$ cat config.mk
export PLATFORM = sky130hd
export DESIGN_NAME = mps_power_seq
export DESIGN_NICKNAME = d
export VERILOG_FILES = /design/src/rtl/mps_pkg.sv /design/src/rtl/mps_power_seq.sv
export SDC_FILE = /design/constraint.sdc
export NUM_CORES = 1
export LEC_CHECK = 0
export ABC_AREA = 1
export BUFFER_PORTS_ARGS = -buffer_cell sky130_fd_sc_hd__clkbuf_2
export CAP_MARGIN = 20
export CORE_MARGIN = 4
export CORE_UTILIZATION = 45
export CTS_CLUSTER_DIAMETER = 50
export DETAILED_ROUTE_END_ITERATION = 16
export GPL_TIMING_DRIVEN = 0
export PLACE_DENSITY = 0.69
export SKIP_LAST_GASP = 1
export SLEW_MARGIN = 20
export SYNTH_ARGS = -nofsm -noshare
export SYNTH_HDL_FRONTEND = slang
export SYNTH_SLANG_ARGS = --single-unit
$ cat constraint.sdc
create_clock -name core_clk_in -period 2.96 [get_ports core_clk_in]
set_input_delay 0.296 -clock core_clk_in [delete_from_list [all_inputs] [get_ports core_clk_in]]
set_output_delay 0.296 -clock core_clk_in [all_outputs]
set_load 0.1 [all_outputs]
$ cat src/rtl/mps_pkg.sv
// constants, register map and state codes of the module power sequencer
// assumes a 100 MHz core clock and a 32-bit apb register bus
package mps_pkg;
    localparam int CLK_MHZ          = 100;
    // power request low time that counts as a start-up event
    localparam int PWR_REQ_MIN_US   = 50;
    localparam int PWR_REQ_MIN_CYC  = PWR_REQ_MIN_US * CLK_MHZ;
    // abrupt reboot low time that counts as valid
    localparam int RST_MIN_US       = 10;
    localparam int RST_MIN_CYC      = RST_MIN_US * CLK_MHZ;
    // core reset hold after interface supply turns on
    localparam int BOOT_HOLD_NS     = 1000;
    localparam int BOOT_HOLD_CYC    = BOOT_HOLD_NS * CLK_MHZ / 1000;
    // spacing between pins leaving reset
    localparam int PIN_STEP_NS      = 200;
    localparam int PIN_STEP_CYC     = PIN_STEP_NS * CLK_MHZ / 1000;
    // safe under-voltage margin after abrupt reboot goes low
    localparam int UV_SAFE_MS       = 405;
    localparam int UV_SAFE_CYC      = UV_SAFE_MS * 1000 * CLK_MHZ;

    localparam int AW    = 8;
    localparam int CW    = 16;
    localparam int UW    = 26;
    localparam int NPINS = 4;
    localparam int NEV   = 4;

    localparam logic [AW-1:0] OFS_CTRL  = 8'h00;
    localparam logic [AW-1:0] OFS_CMD   = 8'h04;
    localparam logic [AW-1:0] OFS_STAT  = 8'h08;
    localparam logic [AW-1:0] OFS_ISTAT = 8'h0c;
    localparam logic [AW-1:0] OFS_IMASK = 8'h10;

    localparam int CTRL_GREET = 0;
    localparam int CTRL_GASP  = 1;
    localparam int CTRL_TEMP  = 2;
    localparam int CTRL_FAST  = 3;
    localparam logic [3:0] CTRL_RST  = 4'h0;
    localparam logic [3:0] IMASK_RST = 4'h0;

    localparam logic [7:0] CMD_NONE   = 8'h00;
    localparam logic [7:0] CMD_OFF    = 8'h01;
    localparam logic [7:0] CMD_FAST   = 8'h0a;
    localparam logic [7:0] CMD_REBOOT = 8'h10;

    localparam int EV_READY  = 0;
    localparam int EV_OFF    = 1;
    localparam int EV_REBOOT = 2;
    localparam int EV_TEMP   = 3;

    typedef enum logic [7:0] {
        S_OFF    = 8'h01,
        S_SLEEP  = 8'h02,
        S_BOOT   = 8'h04,
        S_PINCFG = 8'h08,
        S_GREET  = 8'h10,
        S_READY  = 8'h20,
        S_STORE  = 8'h40,
        S_DETACH = 8'h80
    } mps_state_t;
endpackage

$ cat src/rtl/mps_power_seq.sv
// module power sequencer: switch-on, wake, switch-off and reboot control
// assumes pins arrive asynchronous, store/detach/gasp/temp/sleep come from same-clock logic
//
// Summary of operation
// - a valid low period on power request starts switch-on or wake-up
// - digital pins stay high impedance until interface supply is on
// - core and pins held in reset, then pins released one by one
// - optional greeting after init; ready only once all pins configured
// - graceful off command answers OK, stores settings, detaches
// - end of switch-off tri-states pins and drops all supplies
// - off state holds until a power request start-up event
// - abrupt reboot low 405 ms before supply loss makes shutdown safe
// - valid abrupt reboot pulse resets core at once, supply kept
// - command 10 or fast-off pin toggle: store then off, no detach
// - command 16: store, detach, then reboot
// - power request pulse while reboot held low is emergency shutdown
// - enabled last gasp: store then off, no detach
// - enabled temperature supervisor danger shuts the device down
// - interface supply low when off or asleep, high otherwise
`timescale 1ns/100ps
module mps_power_seq #(
    parameter logic [mps_pkg::CW-1:0] PWR_MIN_CYC = mps_pkg::CW'(mps_pkg::PWR_REQ_MIN_CYC),
    parameter logic [mps_pkg::UW-1:0] UV_CYC      = mps_pkg::UW'(mps_pkg::UV_SAFE_CYC)
) (
    input  wire  logic                     core_clk_in,
    input  wire  logic                     reset_n_in,
    input  wire  logic                     ce_in,
    input  wire  logic                     psel_in,
    input  wire  logic                     penable_in,
    input  wire  logic                     pwrite_in,
    input  wire  logic [mps_pkg::AW-1:0]   paddr_in,
    input  wire  logic [31:0]              pwdata_in,
    output logic       [31:0]              prdata_out,
    output logic                           pready_out,
    output logic                           pslverr_out,
    input  wire  logic                     power_request_n_in,
    input  wire  logic                     reboot_n_in,
    input  wire  logic                     fast_off_pin_in,
    input  wire  logic                     store_done_in,
    input  wire  logic                     detach_done_in,
    input  wire  logic                     last_gasp_sent_in,
    input  wire  logic                     temp_danger_in,
    input  wire  logic                     sleep_req_in,
    output logic                           vint_on_out,
    output logic                           pins_hiz_out,
    output logic                           core_reset_n_out,
    output logic       [mps_pkg::NPINS-1:0] pin_release_out,
    output logic                           greeting_out,
    output logic                           ok_resp_out,
    output logic                           store_req_out,
    output logic                           detach_req_out,
    output logic                           ready_out,
    output logic                           uv_safe_out,
    output logic                           irq_out
);
    import mps_pkg::*;

    function automatic logic [CW-1:0] sat_inc(input logic [CW-1:0] v);
        sat_inc = (&v) ? v : v + 16'h0001;
    endfunction

    // pin synchronisers {fast, reboot, power}
    logic [2:0] sy1_q, sy2_q;
    logic       fast_prev_q;
    always_ff @(posedge core_clk_in or negedge reset_n_in) begin
        if (!reset_n_in) begin
            sy1_q       <= 3'h3;
            sy2_q       <= 3'h3;
            fast_prev_q <= 1'b0;
        end else if (ce_in) begin
            sy1_q       <= {fast_off_pin_in, reboot_n_in, power_request_n_in};
            sy2_q       <= sy1_q;
            fast_prev_q <= sy2_q[2];
        end
    end

    mps_state_t         st_q, st_d;
    logic [CW-1:0]      cnt_q, cnt_d, pcnt_q, pcnt_d, rcnt_q, rcnt_d;
    logic [UW-1:0]      uv_q, uv_d;
    logic [NPINS-1:0]   pin_q, pin_d;
    logic               rb_q, rb_d, dt_q, dt_d;
    logic               vint_q, vint_d, hiz_q, crst_q, crst_d, greet_q, greet_d, ok_q, ok_d;
    logic               store_q, det_q, ready_q, uvs_q, uvs_d;
    logic [NEV-1:0]     ev;
    logic               take, active, pwr_evt, rst_evt;
    logic [3:0]         ctrl_q, ctrl_d, istat_q, istat_d, imask_q, imask_d;
    logic [7:0]         cmd_q, cmd_d;
    logic [31:0]        rdata_q, rdata_d;
    logic               prdy_q, prdy_d, perr_q, perr_d, irq_q, irq_d;

    // start-up event on valid low time
    // short pulses never reach the threshold
    assign pwr_evt = !sy2_q[0] && (pcnt_q == PWR_MIN_CYC - 16'h0001);
    assign rst_evt = !sy2_q[1] && (rcnt_q == CW'(RST_MIN_CYC - 1));
    assign active  = !(st_q == S_OFF || st_q == S_SLEEP);

    always_comb begin
        st_d    = st_q;
        cnt_d   = sat_inc(cnt_q);
        pin_d   = pin_q;
        rb_d    = rb_q;
        dt_d    = dt_q;
        ok_d    = 1'b0;
        greet_d = 1'b0;
        take    = 1'b0;
        ev      = '0;
        pcnt_d  = sy2_q[0] ? '0 : sat_inc(pcnt_q);
        rcnt_d  = sy2_q[1] ? '0 : sat_inc(rcnt_q);
        // margin flag after reboot held low
        uv_d    = sy2_q[1] ? '0 : ((uv_q == UV_CYC) ? uv_q : uv_q + 26'h1);
        uvs_d   = !sy2_q[1] && (uv_q == UV_CYC);
        if (active && pwr_evt && !sy2_q[1]) begin
            st_d = S_OFF;
        end else if (active && ctrl_q[CTRL_TEMP] && temp_danger_in) begin
            st_d        = S_OFF;
            ev[EV_TEMP] = 1'b1;
        end else if (active && rst_evt) begin
            st_d          = S_BOOT;
            ev[EV_REBOOT] = 1'b1;
        end else begin
            case (st_q)
                // off and sleep wait for power request
                S_OFF, S_SLEEP: begin
                    if (pwr_evt)
                        st_d = S_BOOT;
                end
                // hold core reset after supply up
                S_BOOT: begin
                    if (cnt_q == CW'(BOOT_HOLD_CYC - 1))
                        st_d = S_PINCFG;
                end
                S_PINCFG: begin
                    if (&pin_q) begin
                        st_d = ctrl_q[CTRL_GREET] ? S_GREET : S_READY;
                    end else if (cnt_q == CW'(PIN_STEP_CYC - 1)) begin
                        pin_d = {pin_q[NPINS-2:0], 1'b1};
                        cnt_d = '0;
                    end
                end
                S_GREET: begin
                    st_d    = S_READY;
                end
                S_READY: begin
                    if (cmd_q != CMD_NONE) begin
                        take = 1'b1;
                        case (cmd_q)
                            CMD_OFF: begin
                                ok_d = 1'b1;
                                rb_d = 1'b0;
                                dt_d = 1'b1;
                                st_d = S_STORE;
                            end
                            CMD_FAST: begin
                                rb_d = 1'b0;
                                dt_d = 1'b0;
                                st_d = S_STORE;
                            end
                            CMD_REBOOT: begin
                                rb_d = 1'b1;
                                dt_d = 1'b1;
                                st_d = S_STORE;
                            end
                            default: begin
                            end
                        endcase
                    end else if ((ctrl_q[CTRL_GASP] && last_gasp_sent_in) ||
                                 (ctrl_q[CTRL_FAST] && (sy2_q[2] != fast_prev_q))) begin
                        rb_d = 1'b0;
                        dt_d = 1'b0;
                        st_d = S_STORE;
                    end else if (sleep_req_in) begin
                        st_d = S_SLEEP;
                    end
                end
                S_STORE: begin
                    if (store_done_in)
                        st_d = dt_q ? S_DETACH : (rb_q ? S_BOOT : S_OFF);
                end
                S_DETACH: begin
                    if (detach_done_in)
                        st_d = rb_q ? S_BOOT : S_OFF;
                end
                default: st_d = S_OFF;
            endcase
        end
        if (st_d != st_q)
            cnt_d = '0;
        if (st_d == S_OFF || st_d == S_SLEEP || st_d == S_BOOT)
            pin_d = '0;
        ev[EV_READY] = (st_d == S_READY) && (st_q != S_READY);
        ev[EV_OFF]   = active && (st_d == S_OFF);
        greet_d      = (st_d == S_GREET);
        vint_d = !(st_d == S_OFF || st_d == S_SLEEP);
        crst_d = vint_d && (st_d != S_BOOT);
    end

    always_ff @(posedge core_clk_in or negedge reset_n_in) begin
        if (!reset_n_in) begin
            st_q    <= S_OFF;
            cnt_q   <= '0;
            pcnt_q  <= '0;
            rcnt_q  <= '0;
            uv_q    <= '0;
            uvs_q   <= 1'b0;
            pin_q   <= '0;
            rb_q    <= 1'b0;
            dt_q    <= 1'b0;
            vint_q  <= 1'b0;
            hiz_q   <= 1'b1;
            crst_q  <= 1'b0;
            greet_q <= 1'b0;
            ok_q    <= 1'b0;
            store_q <= 1'b0;
            det_q   <= 1'b0;
            ready_q <= 1'b0;
        end else if (ce_in) begin
            st_q    <= st_d;
            cnt_q   <= cnt_d;
            pcnt_q  <= pcnt_d;
            rcnt_q  <= rcnt_d;
            uv_q    <= uv_d;
            uvs_q   <= uvs_d;
            pin_q   <= pin_d;
            rb_q    <= rb_d;
            dt_q    <= dt_d;
            vint_q  <= vint_d;
            // pins float whenever supply is off
            hiz_q   <= !vint_d;
            crst_q  <= crst_d;
            greet_q <= greet_d;
            ok_q    <= ok_d;
            store_q <= (st_d == S_STORE);
            det_q   <= (st_d == S_DETACH);
            ready_q <= (st_d == S_READY);
        end
    end

    // apb slave, answers in the second access cycle
    always_comb begin
        ctrl_d  = ctrl_q;
        cmd_d   = take ? CMD_NONE : cmd_q;
        imask_d = imask_q;
        istat_d = istat_q;
        rdata_d = rdata_q;
        perr_d  = 1'b0;
        prdy_d  = psel_in && penable_in && !prdy_q;
        if (prdy_d) begin
            case (paddr_in)
                OFS_CTRL:  rdata_d = {28'h0, ctrl_q};
                OFS_CMD:   rdata_d = {24'h0, cmd_q};
                OFS_STAT:  rdata_d = {22'h0, uvs_q, ready_q, st_q};
                OFS_ISTAT: rdata_d = {28'h0, istat_q};
                OFS_IMASK: rdata_d = {28'h0, imask_q};
                default: begin
                    rdata_d = '0;
                    perr_d  = 1'b1;
                end
            endcase
        end
        if (psel_in && penable_in && prdy_q && pwrite_in) begin
            case (paddr_in)
                OFS_CTRL:  ctrl_d  = pwdata_in[3:0];
                OFS_CMD:   cmd_d   = pwdata_in[7:0];
                OFS_ISTAT: istat_d = istat_q & ~pwdata_in[3:0];
                OFS_IMASK: imask_d = pwdata_in[3:0];
                default: begin
                end
            endcase
        end
        // new events win over a clear in the same cycle
        istat_d = istat_d | ev;
        irq_d   = |(istat_d & imask_d);
    end

    always_ff @(posedge core_clk_in or negedge reset_n_in) begin
        if (!reset_n_in) begin
            ctrl_q  <= CTRL_RST;
            cmd_q   <= CMD_NONE;
            istat_q <= '0;
            imask_q <= IMASK_RST;
            rdata_q <= '0;
            prdy_q  <= 1'b0;
            perr_q  <= 1'b0;
            irq_q   <= 1'b0;
        end else if (ce_in) begin
            ctrl_q  <= ctrl_d;
            cmd_q   <= cmd_d;
            istat_q <= istat_d;
            imask_q <= imask_d;
            rdata_q <= rdata_d;
            prdy_q  <= prdy_d;
            perr_q  <= perr_d;
            irq_q   <= irq_d;
        end
    end

    assign prdata_out       = rdata_q;
    assign pready_out       = prdy_q;
    assign pslverr_out      = perr_q;
    assign vint_on_out      = vint_q;
    assign pins_hiz_out     = hiz_q;
    assign core_reset_n_out = crst_q;
    assign pin_release_out  = pin_q;
    assign greeting_out     = greet_q;
    assign ok_resp_out      = ok_q;
    assign store_req_out    = store_q;
    assign detach_req_out   = det_q;
    assign ready_out        = ready_q;
    assign uv_safe_out      = uvs_q;
    assign irq_out          = irq_q;
endmodule // mps_power_seq

==> flow_metrics.tcl <==
set metrics [dict create \
    outcome "finished, final reports clean" \
    via_per_inst 5.33 \
    setup-tns-final_ps 0 \
    cts_buffers 17 \
    synth_adder_area_share_pct 0.751 \
    synth_top_cell_by_area "dfrtp_1" \
    muxShareOfSynthArea_pct 0.135 \
    wl_per_cell_um 14.4 \
    syn2layout_area_growth_pct 14.8 \
    core_um2 18100 \
    start_util_pct 46.1 \
    hold_ws_ps 63.3 \
    drv_slew 0 \
    clockBufferDepth 2 \
    post-route-drc-count 0 \
    power_frac_clock_pct 38.2 \
    hpwl_um 16000 \
    cts_tree "built" \
    path_common_cell "nand2_1" \
    whs_path_depth 3 \
    totalWireLength_um 21700 \
    synth_area_leaders "dfrtp_1 (39%), nand2_1 (14%), inv_1 (6.1%)" \
    h-tree-depth 4 \
    vias 7989 \
    cp_max_fo 10 \
    antennaDiodeCount 0 \
    overflow 0 \
    die_w_um 144 \
    drt_iter0_drc 532 \
    hold_viol_final 0 \
    num_rows 49 \
    max-vdd-ir-drop_v 0.000407 \
    crit_chain "buf_2, inv_2, nand4_1, nor3_1, nand4_1, nand2_1, inv_1, nand2_1, nor2_1, nand2_1, o21ai_0, a22oi_1" \
    hold_path_class "in -> reg" \
    detail-route-antenna-nets 0 \
    portBuffers 54 \
    crit_path_end_kind "flop" \
    power_mw 5.32 \
    path_class "reg -> reg" \
    p_leak_nw 4.60 \
    nets 1317 \
    globalplace.congestion 0.904 \
    worstMarginPinSlew_ps 800 \
    fin_util_pct 52.9 \
    cap_violations 0 \
    cp_top_family "simple AND/OR/NAND/NOR gates" \
    yosysTopAreaCellShare_pct 39.3 \
    first_pass_iters 5 \
    critPathRequiredTime_ps 3260 \
    dpl_cell_area_um2 9010 \
    p_int_mw 3.55 \
    grt_pass1_vias 7206 \
    stdcell_area_um2 9570 \
    p_comb_share_pct 21.1 \
    layout-drive-gt1-share_pct 11.3 \
    die_h_um 144 \
    hold_end "sy1_q[1]" \
    track_usage_pct 21.3 \
    synthCells 1162 \
    antenna_found_initial 0 \
    max_stage_delay_ps 520 \
    r2r_slack_ps 260 \
    cts_sinks 137 \
    yosysWarnings 0 \
    finalCriticalPeriod_ps 2700 \
    fmax_mhz 371 \
    startpoint_type "flop" \
    postSynth.asyncResetShare_pct 100 \
    clk_latency_ps 440 \
    die-area_um2 20800 \
    cts_hold_buf 1 \
    power.switching_mw 1.76 \
    synth_top_family_by_area "simple AND/OR/NAND/NOR gates" \
    slowest_stage "dfstp_2" \
    synth-edff-count 0 \
    synth.avg_cell_area_um2 7.17 \
    finalNonFillerCells 1500 \
    io-pin-count 102 \
    synthDistinctLibCells 49 \
    reg2reg_from "sy2_q[1]" \
    power_switching_share_pct 33.2 \
    slew_headroom_pct 46.2 \
    powerDensity_nw_per_um2 556 \
    synth_xor_area_share_pct 2.84 \
    grt_pass1_wl_um 35500 \
    cp.arrival_ps 3000 \
    fin_ws_ps 261 \
    critPathBufInv 3 \
    finalCritPeriodShare_pct 91.2 \
    rr_endpoint "uv_q[11]" \
    post_cts_buffers 0 \
    root_buffer "clkbuf_16" \
    synthSimpleGateAreaFrac_pct 33.5 \
    path_clk_slew_ps 60 \
    synth-compound-area-share_pct 11.3 \
    cts_repair_resize_count 0 \
    seq_power_share_pct 40.7 \
    grt_start_max_net_pins 88 \
    dp.cells 1467 \
    hold_start "reboot_n_in" \
    synth_seq_cells 137 \
    syn-cell-area_um2 8330 \
    rsz0062_at_grt "false" \
    r2r_cells 12 \
    ys_seq_area_share_pct 41.2 \
    clock_skew_ps 10.9 \
    place_ws_ps 118 \
    setup_viol 0 \
    synth_top_flop_cell "dfrtp_1" \
]
sequential cells by signal (all words and copies together) (netlist names), 3 cells and up:
register	flops
uv_q	26
cnt_q	16
pcnt_q	16
rcnt_q	16
prdata_out	10
cmd_q	8
st_q	8
ctrl_q	4
imask_q	4
istat_q	4
pin_release_out	4
sy1_q	3
sy2_q	3
logic make-up after synthesis:
logic type	after synthesis
adder cells (fa/ha/maj)	5
other	1
XOR/XNOR	27
flip-flops	137
AND/OR/NAND/NOR	632
buffers and inverters	196
multiplexers	1
AO/OA/AOI/OAI	163
power by group through the flow:
| stage | clock network, mW | registers [mW] | logic, mW |
|---|---|---|---|
| after floorplan | 0 | 2.38 | 0.648 |
| after global placement | 0 | 2.19 | 1.09 |
| after detailed placement | 0 | 2.19 | 1.11 |
| after CTS | 2.05 | 2.16 | 1.12 |
| after global routing | 2.13 | 2.19 | 1.23 |
| final | 2.03 | 2.17 | 1.12 |
layout make-up:
type                    count  area [um2]
fillers                  1779        8520
multi-input cells         850        4130
flip-flops and latches    137        3440
inverters                 147         552
clock buffers              29         510
repair buffers             56         317
plain buffers              49         294
well taps                 229         287
clock inverters             3        40.0
tightest hold or removal path: stages:
cell      delay, ps
clkbuf_2         90
nand2_1          60
nand2_1          50
metal layers:
layer  track usage [%]  vias to the layer above  share of wire, %
li1                  -                     3985                 -
met1              30.4                     3766                48
met2              32.2                      212                45
met3              5.39                       26               6.4
met4              5.95                        0               1.3
met5                 0                        -                 0
cell usage after synthesis (3+ instances only):
| library cell | instances |
|---|---|
| a221oi_1 | 3 |
| o22ai_1 | 4 |
| nor3b_1 | 3 |
| nand2_1 | 312 |
| a21oi_1 | 33 |
| buf_6 | 3 |
| a22oi_1 | 3 |
| buf_2 | 4 |
| nand3_1 | 76 |
| nor3_1 | 30 |
| dfrtp_1 | 131 |
| a31oi_1 | 13 |
| clkbuf_1 | 20 |
| inv_1 | 136 |
| nor2_4 | 4 |
| nand2_2 | 4 |
| nor2_2 | 4 |
| inv_2 | 8 |
| a211oi_1 | 3 |
| nand4_1 | 51 |
| ha_1 | 5 |
| o21ai_0 | 74 |
| buf_4 | 22 |
| nand3_2 | 3 |
| clkinv_1 | 3 |
| o31ai_1 | 17 |
| nor2_1 | 124 |
| xor2_1 | 25 |
| dfstp_2 | 6 |
| nor4_1 | 14 |
worst max path at each step:
stage	start	to	slack [ps]	cells after the start
final	sy2_q[1]	uv_q[11]	260	12
after global routing	sy2_q[1]	uv_q[11]	50	12
after CTS	sy2_q[1]	uv_q[11]	340	12
after detailed placement	ce_in	prdata_out[1]	120	6
after global placement	reset_n_in	cnt_q[14]	-750	1
after floorplan	pin_release_out[1]	cnt_q[0]	690	13
cell usage in the layout (no fill, tap or decap), types with 25 or more instances in the layout:
master    count
nand2_1     312
inv_1       136
clkbuf_2     53
dfrtp_1     131
a21oi_1      33
xor2_1       25
nand4_1      51
o21ai_0      74
nand3_1      76
clkbuf_1     28
nor3_1       30
nor2_1      124
Power figures use the tool's default switching activity.
